$ cat config.mk
export PLATFORM = sky130hd
export DESIGN_NAME = tutr_regs
export DESIGN_NICKNAME = d
export VERILOG_FILES = /design/src/tutr_regs.v /design/src/tutr_qos_sel.v /design/src/tutr_slot_cnt.v
export VERILOG_INCLUDE_DIRS = /design/src
export SDC_FILE = /design/constraint.sdc
export NUM_CORES = 1
export LEC_CHECK = 0
export CAP_MARGIN = 40
export CORE_AREA = 2 2 86 88
export CTS_CLUSTER_SIZE = 28
export DETAILED_ROUTE_END_ITERATION = 10
export DIE_AREA = 0 0 88 90
export DONT_BUFFER_PORTS = 1
export PLACE_DENSITY = 0.68
export RECOVER_POWER = 100
export SKIP_LAST_GASP = 1
export SYNTH_ARGS = -nofsm -noshare
export SYNTH_HDL_FRONTEND = slang
export SYNTH_SLANG_ARGS = --single-unit
$ cat constraint.sdc
create_clock -name clk_i -period 6.25 [get_ports clk_i]
set_input_delay 0.3125 -clock clk_i [delete_from_list [all_inputs] [get_ports clk_i]]
set_output_delay 0.3125 -clock clk_i [all_outputs]
set_load 0.01 [all_outputs]
$ cat src/tutr_defs.vh
// register map, field positions and reset values of the translation tuning registers
`ifndef TUTR_DEFS_VH
`define TUTR_DEFS_VH
// =====================================
// offsets (byte addresses)
`define TUTR_TUNING_OFF       20'h08e00
`define TUTR_QOS_OFF          20'h08e04
`define TUTR_CFG_OFF          20'h08e08
`define TUTR_STATUS_OFF       20'h08e10
`define TUTR_SECCTL_OFF       20'h08e18
// =====================================
// fields
`define TUTR_WC_L1_BIT        9
`define TUTR_WC_L0_BIT        8
`define TUTR_TUNING_MASK      32'h0000_0300
`define TUTR_QOS_MASK         32'h0fff_ffff
`define TUTR_SYNC_LSB         24
`define TUTR_IRQ_LSB          20
`define TUTR_QUEUE_LSB        16
`define TUTR_SLOT_LSB         4
`define TUTR_NSACC_BIT        0
// =====================================
// reset values
`define TUTR_QOS_RST          32'h0000_0000
`define TUTR_TUNING_RST       32'h0000_0000
// =====================================
// transaction types
`define TUTR_TT_WALK          2'h0
`define TUTR_TT_QUEUE         2'h1
`define TUTR_TT_IRQ           2'h2
`define TUTR_TT_SYNC          2'h3
`endif

$ cat src/tutr_regs.v
// translation unit tuning register bank on a classic wishbone slave
//
// Local design decision: register access over Wishbone.
`include "tutr_defs.vh"
module tutr_regs #(
   parameter SLOT_W            = 12,
   parameter SHARED_SLOT_PARAM = 12'h100
) (
   // =====================================
   // clock and reset
   input  wire              clk_i,
   input  wire              rst_i,
   // =====================================
   // wishbone slave
   input  wire              cyc_i,
   input  wire              stb_i,
   input  wire              we_i,
   input  wire [19:0]       adr_i,
   input  wire [3:0]        sel_i,
   input  wire [31:0]       dat_i,
   input  wire              nonsecure_i,
   output reg  [31:0]       dat_o,
   output reg               ack_o,
   // =====================================
   // system state
   input  wire              sec_override_i,
   input  wire              translation_enable_ns_i,
   input  wire              translation_enable_s_i,
   // =====================================
   // walk master port transaction
   input  wire [1:0]        txn_type_i,
   input  wire [1:0]        node_priority_level_i,
   output wire [3:0]        walk_master_port_qos_o,
   // =====================================
   // slot tracking
   input  wire              slot_grant_i,
   input  wire              slot_release_i,
   // =====================================
   // walk cache controls
   output reg               s1_lvl1_walk_cache_off_o,
   output reg               s1_lvl0_walk_cache_off_o
);
   // =====================================
   // storage
   reg  [31:0]       walk_qos_select_reg;
   reg  [31:0]       walk_cache_tuning_reg;
   reg               nonsecure_tuning_access_reg;
   reg               strap_pending_reg;
   wire [SLOT_W-1:0] granted_slot_total;
   wire              req;
   wire              wr;
   wire              ns_block;
   wire [31:0]       wmask;
   reg  [31:0]       rdata;

   // =====================================
   // byte-lane mask
   function [31:0] lanes;
      input [3:0] s;
      begin
         lanes = {{8{s[3]}}, {8{s[2]}}, {8{s[1]}}, {8{s[0]}}};
      end
   endfunction

   function [31:0] merge;
      input [31:0] old;
      input [31:0] nw;
      input [31:0] m;
      begin
         merge = (old & ~m) | (nw & m);
      end
   endfunction

   assign req   = cyc_i && stb_i && !ack_o;
   assign wr    = req && we_i;
   assign wmask = lanes(sel_i);
   assign ns_block = nonsecure_i && !nonsecure_tuning_access_reg;

   // =====================================
   // wishbone handshake, one wait state
   always @(posedge clk_i) begin
      if (rst_i) begin
         ack_o <= 1'b0;
         dat_o <= 32'h0000_0000;
      end else begin
         ack_o <= req;
         dat_o <= req ? rdata : 32'h0000_0000;
      end
   end

   // =====================================
   // read decode
   always @* begin
      rdata = 32'h0000_0000;
      case (adr_i)
         `TUTR_TUNING_OFF: begin
            if (!ns_block) rdata = walk_cache_tuning_reg;
         end
         `TUTR_QOS_OFF: begin
            if (!ns_block) rdata = walk_qos_select_reg;
         end
         `TUTR_CFG_OFF: begin
            if (!ns_block) rdata[`TUTR_SLOT_LSB +: SLOT_W] = SHARED_SLOT_PARAM;
         end
         `TUTR_STATUS_OFF: begin
            if (!ns_block) rdata[`TUTR_SLOT_LSB +: SLOT_W] = granted_slot_total;
         end
         `TUTR_SECCTL_OFF: begin
            // secure-only register: nonsecure reads as zero
            if (!nonsecure_i) rdata[`TUTR_NSACC_BIT] = nonsecure_tuning_access_reg;
         end
         default: rdata = 32'h0000_0000;
      endcase
   end

   // =====================================
   // register writes
   always @(posedge clk_i) begin
      if (rst_i) begin
         walk_qos_select_reg         <= `TUTR_QOS_RST;
         walk_cache_tuning_reg       <= `TUTR_TUNING_RST;
         nonsecure_tuning_access_reg <= 1'b0;
         strap_pending_reg           <= 1'b1;
      end else begin
         if (strap_pending_reg) begin
            nonsecure_tuning_access_reg <= sec_override_i;
            strap_pending_reg           <= 1'b0;
         end else if (wr && adr_i == `TUTR_SECCTL_OFF && !nonsecure_i && sel_i[0]) begin
            nonsecure_tuning_access_reg <= dat_i[`TUTR_NSACC_BIT];
         end
         if (wr && adr_i == `TUTR_QOS_OFF && !ns_block
             && !translation_enable_ns_i && !translation_enable_s_i) begin
            walk_qos_select_reg <= merge(walk_qos_select_reg, dat_i,
                                         wmask & `TUTR_QOS_MASK);
         end
         // low aux bits not stored, software keeps them zero anyway
         if (wr && adr_i == `TUTR_TUNING_OFF && !ns_block) begin
            walk_cache_tuning_reg <= merge(walk_cache_tuning_reg, dat_i,
                                           wmask & `TUTR_TUNING_MASK);
         end
      end
   end

   // =====================================
   // walk cache control outputs
   always @(posedge clk_i) begin
      if (rst_i) begin
         s1_lvl1_walk_cache_off_o <= 1'b0;
         s1_lvl0_walk_cache_off_o <= 1'b0;
      end else begin
         s1_lvl1_walk_cache_off_o <= walk_cache_tuning_reg[`TUTR_WC_L1_BIT];
         s1_lvl0_walk_cache_off_o <= walk_cache_tuning_reg[`TUTR_WC_L0_BIT];
      end
   end

   // =====================================
   // submodules
   // per-type priority, walks picked by node priority level
   tutr_qos_sel u_qos (
      .clk_i                 (clk_i),
      .rst_i                 (rst_i),
      .qos_reg_i             (walk_qos_select_reg),
      .txn_type_i            (txn_type_i),
      .node_priority_level_i (node_priority_level_i),
      .axqos_o               (walk_master_port_qos_o)
   );

   tutr_slot_cnt #(
      .W (SLOT_W)
   ) u_slots (
      .clk_i          (clk_i),
      .rst_i          (rst_i),
      .slot_grant_i   (slot_grant_i),
      .slot_release_i (slot_release_i),
      .count_o        (granted_slot_total)
   );
endmodule // tutr_regs

$ cat src/tutr_qos_sel.v
// per-transaction priority selection for the walk master port
module tutr_qos_sel (
   // =====================================
   // clock and reset
   input  wire        clk_i,
   input  wire        rst_i,
   // =====================================
   // setting and request
   input  wire [31:0] qos_reg_i,
   input  wire [1:0]  txn_type_i,
   input  wire [1:0]  node_priority_level_i,
   // =====================================
   // result
   output reg  [3:0]  axqos_o
);
`include "tutr_defs.vh"
   // =====================================
   // nibble pick
   function [3:0] nib;
      input [31:0] v;
      input [2:0]  idx;
      begin
         nib = v[idx*4 +: 4];
      end
   endfunction

   // walk priority picked by node priority level; other types use their own field
   always @(posedge clk_i) begin
      if (rst_i) begin
         axqos_o <= 4'h0;
      end else begin
         case (txn_type_i)
            `TUTR_TT_WALK:  axqos_o <= nib(qos_reg_i, {1'b0, node_priority_level_i});
            `TUTR_TT_QUEUE: axqos_o <= qos_reg_i[`TUTR_QUEUE_LSB +: 4];
            `TUTR_TT_IRQ:   axqos_o <= qos_reg_i[`TUTR_IRQ_LSB +: 4];
            default:        axqos_o <= qos_reg_i[`TUTR_SYNC_LSB +: 4];
         endcase
      end
   end
endmodule // tutr_qos_sel

$ cat src/tutr_slot_cnt.v
// granted translation slot counter
module tutr_slot_cnt #(
   parameter W = 12
) (
   // =====================================
   // clock and reset
   input  wire         clk_i,
   input  wire         rst_i,
   // =====================================
   // grant events
   input  wire         slot_grant_i,
   input  wire         slot_release_i,
   // =====================================
   // count
   output reg  [W-1:0] count_o
);
   // saturate both ways so a stray release cannot wrap
   always @(posedge clk_i) begin
      if (rst_i) begin
         count_o <= {W{1'b0}};
      end else if (slot_grant_i && !slot_release_i && count_o != {W{1'b1}}) begin
         count_o <= count_o + 1'b1;
      end else if (slot_release_i && !slot_grant_i && count_o != {W{1'b0}}) begin
         count_o <= count_o - 1'b1;
      end
   end
endmodule // tutr_slot_cnt

==> results of run 1 <==
-- worst max-delay path, cell delays in order, from the launching register on --
cell      delay (ns)
dfxtp_1         0.36
nand4b_1        0.21
or4_2           0.56
nor4_1          1.93
nand2_4         0.34
mux2i_1         0.29
nor2_1          0.05
-- repair_timing --
item / 4_1_cts / 5_1_grt
hold endpoints to repair: 1 / 0
hold buffers: 1 / 0
setup buffers: 0 / 0
-- final timing paths --
check | slack, ns | cells past startpoint | end | start
worst max-delay path | 2.41 | 6 | flop | ack_o
worst min-delay path | 0.02 | 1 | flop | rst_i
worst max register to register | 2.41 | 6 | flop | ack_o
worst min register to register | 0.45 | 2 | nonsecure_tuning_access_reg | strap_pending_reg
-- per-stage QoR --
stage | cell area, um2 | util [%] | hold WS, ns | worst slack (ns) | power, mW
after detailed placement | 3700 | 52.7 | 0.345 | 3.41 | 0.834
after CTS | 3960 | 56.4 | 0.00290 | 3.37 | 1.29
final | 3900 | 55.5 | 0.0217 | 2.41 | 1.28
after global placement | 3690 | 52.6 | 0.344 | 3.41 | 0.829
after floorplan | 3660 | - | 0.340 | 3.23 | 0.793
after global routing | 3900 | 55.5 | 0.000840 | 2.26 | 1.36
-- cell families after synthesis --
family                   count (synthesis)  share of synthesized area (%)
AO/OA/AOI/OAI                           60                           11.1
AND/OR/NAND/NOR                        136                           21.4
multiplexers                            42                           14.3
flip-flops                              79                           43.3
buffers and inverters                   20                           3.32
XOR/XNOR                                 9                           2.16
adder cells (fa/ha/maj)                 12                           4.32
other                                    1                          0.103
-- layout make-up --
type,count,area share [%]
Clock buffer,10,3.27
Sequential cell,79,40.6
Clock inverter,6,2.99
Inverter,6,0.578
Timing Repair Buffer,3,0.546
Tap cell,99,3.18
Multi-Input combinational cell,263,48.9
-- where the power goes --
part | switching (mW) | internal, mW | leakage [nW]
registers | 0.0398 | 0.527 | 0.639
clock network | 0.191 | 0.268 | 0.121
logic | 0.132 | 0.127 | 0.851
-- cells in the final DEF, fill, tap and decap left out, types with 2 or more instances in the layout --
cell type   n
nor3_1      6
nand2_1    12
clkinv_4    2
nand4_1     4
dfxtp_1    79
ha_1       11
mux4_2      8
a21o_1      2
xnor2_1     8
clkbuf_8    9
nor2b_1     5
o211ai_1    2
nor4_1      7
mux2_2      2
nand3_1     8
clkbuf_1    2
nand2_4     3
o21ai_0    12
o21bai_1    2
a211oi_1    6
and2_1     17
nand2b_1    2
and2_0      2
inv_1       6
mux2i_1    32
nor2_1     55
a21oi_1    15
conb_1      4
bufinv_16   3
a22oi_1    11
-- metal layers --
metal	wire length [um]	vias to the layer above	track usage [%]	share of wire [%]
li1	-	1296	-	-
met1	3480	1214	26.5	44
met2	3690	95	32.4	47
met3	557	13	7.81	7.1
met4	135	0	6.79	1.7
met5	0	-	0	0
==> flow_summary.ini, run 1 <==
[run_status]
outcome = finished with violations
violations = max-capacitance violations, max-slew violations

[critical_path]
crit_type = reg -> reg
worst-path-max-fanout = 8
critPathArrivalTime_ns = 4.09
critPathCaptureType = flop
worstPathRequired_ns = 6.50
start_kind = flop

[routing]
vias = 2618
vias_per_cell = 5.62
drt-initial-drc-count = 147
wl_um = 7870
drt-pass1-iter-count = 4
wire_per_inst_um = 16.9
drc = 0
ant_nets = 0

[grt]
grt_max_degree = 49
overflow = 0
antenna_found_initial = 0
grt_pass1_vias = 2514
gr-usage-all-layers_pct = 20.8
grt_pass1_wl_um = 12700

[logic_synthesis]
synthesis.area_um2 = 3650
ys_seq_area_share_pct = 43.3
ys_ff_latch = 79
synthArstFlopShare_pct = 0
synth.area.top_cells = dfxtp_1 43%, mux2i_1 8.8%, nor2_1 5.7%
synth_edf_count = 0
synth_area_per_cell_um2 = 10.2
syn_inst = 359
yosysWarnings = 0
synth_most_common_cell = dfxtp_1
synth-main-ff-cell = dfxtp_1
synth_top_area_share_pct = 43.3
yosysUniqueCellTypes = 62
synth_commonest_cells = 79 x dfxtp_1, 55 x nor2_1, 32 x mux2i_1, 19 x and2_1, 15 x a21oi_1
yosys.area.top_type = dfxtp_1

[run]
drv_cap = 2

[timing]
finalSetupViolCount = 0
min_period_over_period_pct = 61.5
tightest_slew_ns = 2.55
clock.fmax_mhz = 260
hold_violations = 0
fin_worst_skew_ns = 0.00513
rsz0062_at_grt = no
final_max_slew_viol_count = 27
fin_crit_ns = 3.84
slew_headroom_pct = -71.8
fin_tns_setup_ns = 0

[place]
hpwlAfterDp_um = 5800
gp_congestion = 0.803
placedCellCount = 449
io_buffers = 0

[clocking]
clockBufferDepth = 2
cts_tree = built
cts_resized = 0
htreeDepth = 3
cts_buffers = 9
cts_root_buf = clkbuf_8
path_clk_slew_ns = 0.08
cts_sinks = 79
clock_latency_ns = 0.36

[finish]
n_fill_cell = 602
multiInputGateArea_um2 = 1900
instances_no_fill = 466
regArea_um2 = 1580
layout-drive-gt1-share_pct = 9.81
antenna_cells = 0
area_delta_synth_final_pct = 6.75
nNetsFinal = 445

[power]
p_leak_nw = 1.61
irDropWorstVdd_mv = 0.216
power_per_cell_area_nw_per_um2 = 330

[floorplanning]
io_pins = 110
die_area_um2 = 7920
die_w_um = 88
core_um2 = 7020
start_util_pct = 52.0
rows = 31
chipHeight_um = 90

[worst_hold_path]
min_path_type = in -> reg
No activity file was read; power rests on OpenSTA's default activity.
==> run 2, diff against run 1 <==
--- a/config.mk
+++ b/config.mk
@@ -6,13 +6,14 @@
 export SDC_FILE = /design/constraint.sdc
 export NUM_CORES = 1
 export LEC_CHECK = 0
+export ABC_AREA = 1
 export CAP_MARGIN = 40
-export CORE_AREA = 2 2 86 88
+export CORE_AREA = 2 2 91 93
 export CTS_CLUSTER_SIZE = 28
 export DETAILED_ROUTE_END_ITERATION = 10
-export DIE_AREA = 0 0 88 90
+export DIE_AREA = 0 0 93 95
 export DONT_BUFFER_PORTS = 1
-export PLACE_DENSITY = 0.68
+export PLACE_DENSITY = 0.69
 export RECOVER_POWER = 100
 export SKIP_LAST_GASP = 1
 export SYNTH_ARGS = -nofsm -noshare
==> constraint.sdc (replaced) <==
create_clock -name clk_i -period 3.2 [get_ports clk_i]
set_input_delay 0.16 -clock clk_i [delete_from_list [all_inputs] [get_ports clk_i]]
set_output_delay 0.16 -clock clk_i [all_outputs]
set_load 0.01 [all_outputs]
==> flow_summary.ini, run 2 <==
[finish]
layout-drive-gt1-share_pct = 6.03
instances_no_fill = 735
regArea_um2 = 1580
fin_area_um2 = 4560
area_delta_synth_final_pct = 12.7
multiInputGateArea_um2 = 2050
layout_common_cells = 127 x nand2_1, 122 x nor2_1, 85 x inv_1
n_fill_cell = 752
antenna_cells = 0
nNetsFinal = 708
final_common_cell = nand2_1

[routing]
vias_per_cell = 5.04
vias = 3707
ant_nets = 0
wl_um = 9740
wire_per_inst_um = 13.3
drt-initial-drc-count = 162
drt-pass1-iter-count = 4
drc = 0

[critical_path]
critPathArrivalTime_ns = 2.95
max_stage_delay_ns = 0.50
critical_path.top_delay_family = simple AND/OR/NAND/NOR gates
reg2reg_slack_ns = 0.51
worstPathRequired_ns = 3.46
start_kind = flop
worst-path-max-fanout = 17
critPathCaptureType = flop
critical-path-slowest-cell = nand2_1
worst_path_most_repeated_cell = nand2_1
crit_type = reg -> reg
path_cells = nand2_1 -> nor3_1 -> nand3_1 -> nand2_1 -> ha_1 -> nand3_1 -> nand3_1 -> nand2_1 -> nand2_1 -> nand2_1 -> nand2_1 -> nand2_1 -> nand3_1 -> nand2_1 -> inv_1
worst-path-buf-inv = 1

[timing]
fin_crit_ns = 2.69
min_period_over_period_pct = 84.1
clock.fmax_mhz = 372
final_max_slew_viol_count = 45
tightest_slew_ns = 1.87
hold_violations = 0
fin_worst_skew_ns = 0.0113
slew_headroom_pct = -24.7
rsz0062_at_grt = no
finalSetupViolCount = 0
final.setup.worst_slack_ns = 0.510
fin_tns_setup_ns = 0

[clocking]
post_cts_buffers = 0
cts_tree = built
cts_buffers = 9
clock_latency_ns = 0.36
cts_sinks = 79
cts_root_buf = clkbuf_8
htreeDepth = 3
clockBufferDepth = 2
path_clk_slew_ns = 0.09

[floorplanning]
rows = 33
core_um2 = 7930
start_util_pct = 51.0
chipHeight_um = 95
die_area_um2 = 8840
io_pins = 110
die_w_um = 93

[grt]
gr-usage-all-layers_pct = 22.2
grt_pass1_wl_um = 15500
grt_max_degree = 45
antenna_found_initial = 0
overflow = 0
grt_pass1_vias = 3380

[logic_synthesis]
yosysUniqueCellTypes = 36
synth-main-ff-cell = dfxtp_1
synth_area_per_cell_um2 = 6.77
syn_inst = 598
ys_seq_area_share_pct = 39.1
yosysWarnings = 0
synth_top_area_share_pct = 39.1
synth_edf_count = 0
synthArstFlopShare_pct = 0
synthesis.area_um2 = 4050
yosys.area.top_type = dfxtp_1
ys_ff_latch = 79
synth.area.top_cells = dfxtp_1 39%, nand2_1 12%, nor2_1 11%
synth_commonest_cells = 127 x nand2_1, 122 x nor2_1, 85 x inv_1, 79 x dfxtp_1, 38 x a21oi_1
synth_most_common_cell = nand2_1

[place]
gp_congestion = 0.863
placedCellCount = 692
hpwlAfterDp_um = 7340
io_buffers = 0
place_area_um2 = 4110
dp_slack_ns = 0.541

[run_status]
outcome = finished with violations
violations = max-capacitance violations, max-slew violations

[power]
p_leak_nw = 2.12
irDropWorstVdd_mv = 0.362
power_per_cell_area_nw_per_um2 = 484

[worst_hold_path]
min_path_type = in -> reg

[run]
drv_cap = 1
run 2: cell type report:
cell class              instances  area share, %
flip-flops and latches         79           34.7
clock inverters                 7           1.48
repair buffers                 28           6.01
multi-input cells             418           44.9
well taps                     105           2.88
clock buffers                   9           2.72
inverters                      89           7.32
run 2: per-layer routing:
| metal | vias to the layer above | share of wire [%] | track usage (%) |
|---|---|---|---|
| met3 | 16 | 6.1 | 3.99 |
| met5 | - | 0 | 0 |
| met1 | 1654 | 44 | 27.8 |
| li1 | 1923 | - | - |
| met2 | 114 | 48 | 38.1 |
| met4 | 0 | 2.2 | 8.82 |
run 2: power by group:
group | total (mW) | internal [mW] | leakage, nW | switching [mW]
clock | 0.738 | 0.306 | 0.0966 | 0.431
sequential | 1.05 | 1.01 | 0.640 | 0.0366
combinational | 0.419 | 0.170 | 1.38 | 0.249
run 2: worst reg2reg max path, stage by stage, from the launching register on:
cell and delay [ns]:
dfxtp_1 0.45, nand2_1 0.08, nor3_1 0.22, nand3_1 0.12, nand2_1 0.50, ha_1 0.41
nand3_1 0.12, nand3_1 0.16, nand2_1 0.10, nand2_1 0.08, nand2_1 0.09, nand2_1 0.05
nand2_1 0.05, nand3_1 0.06, nand2_1 0.08, inv_1 0.03
run 2: logic make-up (layout without fill, tap and decap cells):
logic type | after synthesis | in the layout | share of synthesized area (%)
AOI/OAI and AO/OA | 78 | 78 | 9.96
xor gates and xnor gates | 7 | 7 | 1.52
adders and majority gates | 12 | 12 | 3.90
buffers and inverters | 104 | 133 | 10.4
other | 1 | 4 | 0.0927
and+or+nand+nor | 317 | 317 | 35.0
DFF | 79 | 79 | 39.1
run 2: worst paths after layout:
kind                 startpoint            endpoint  cells past startpoint
max reg2reg  u_slots.count_o[0]  u_slots.count_o[9]                     15
min reg2reg                flop            dat_o[3]                      2
min                   dat_i[11]                flop                      4
max          u_slots.count_o[0]  u_slots.count_o[9]                     15
run 2: per-stage QoR:
| step | total power [mW] | utilization, % | hold slack (ns) |
|---|---|---|---|
| after floorplan | 1.39 | - | 0.188 |
| after global placement | 1.44 | 51.8 | 0.190 |
| after detailed placement | 1.46 | 51.8 | 0.189 |
| after CTS | 2.22 | 57.7 | 0.00901 |
| after global routing | 2.33 | 57.5 | 0.0240 |
| final | 2.21 | 57.5 | 0.0120 |
run 2: what timing repair did:
action,in CTS,in global routing
hold buffers,27,0
endpoints found under the hold margin,33,0
resized for setup,0,0
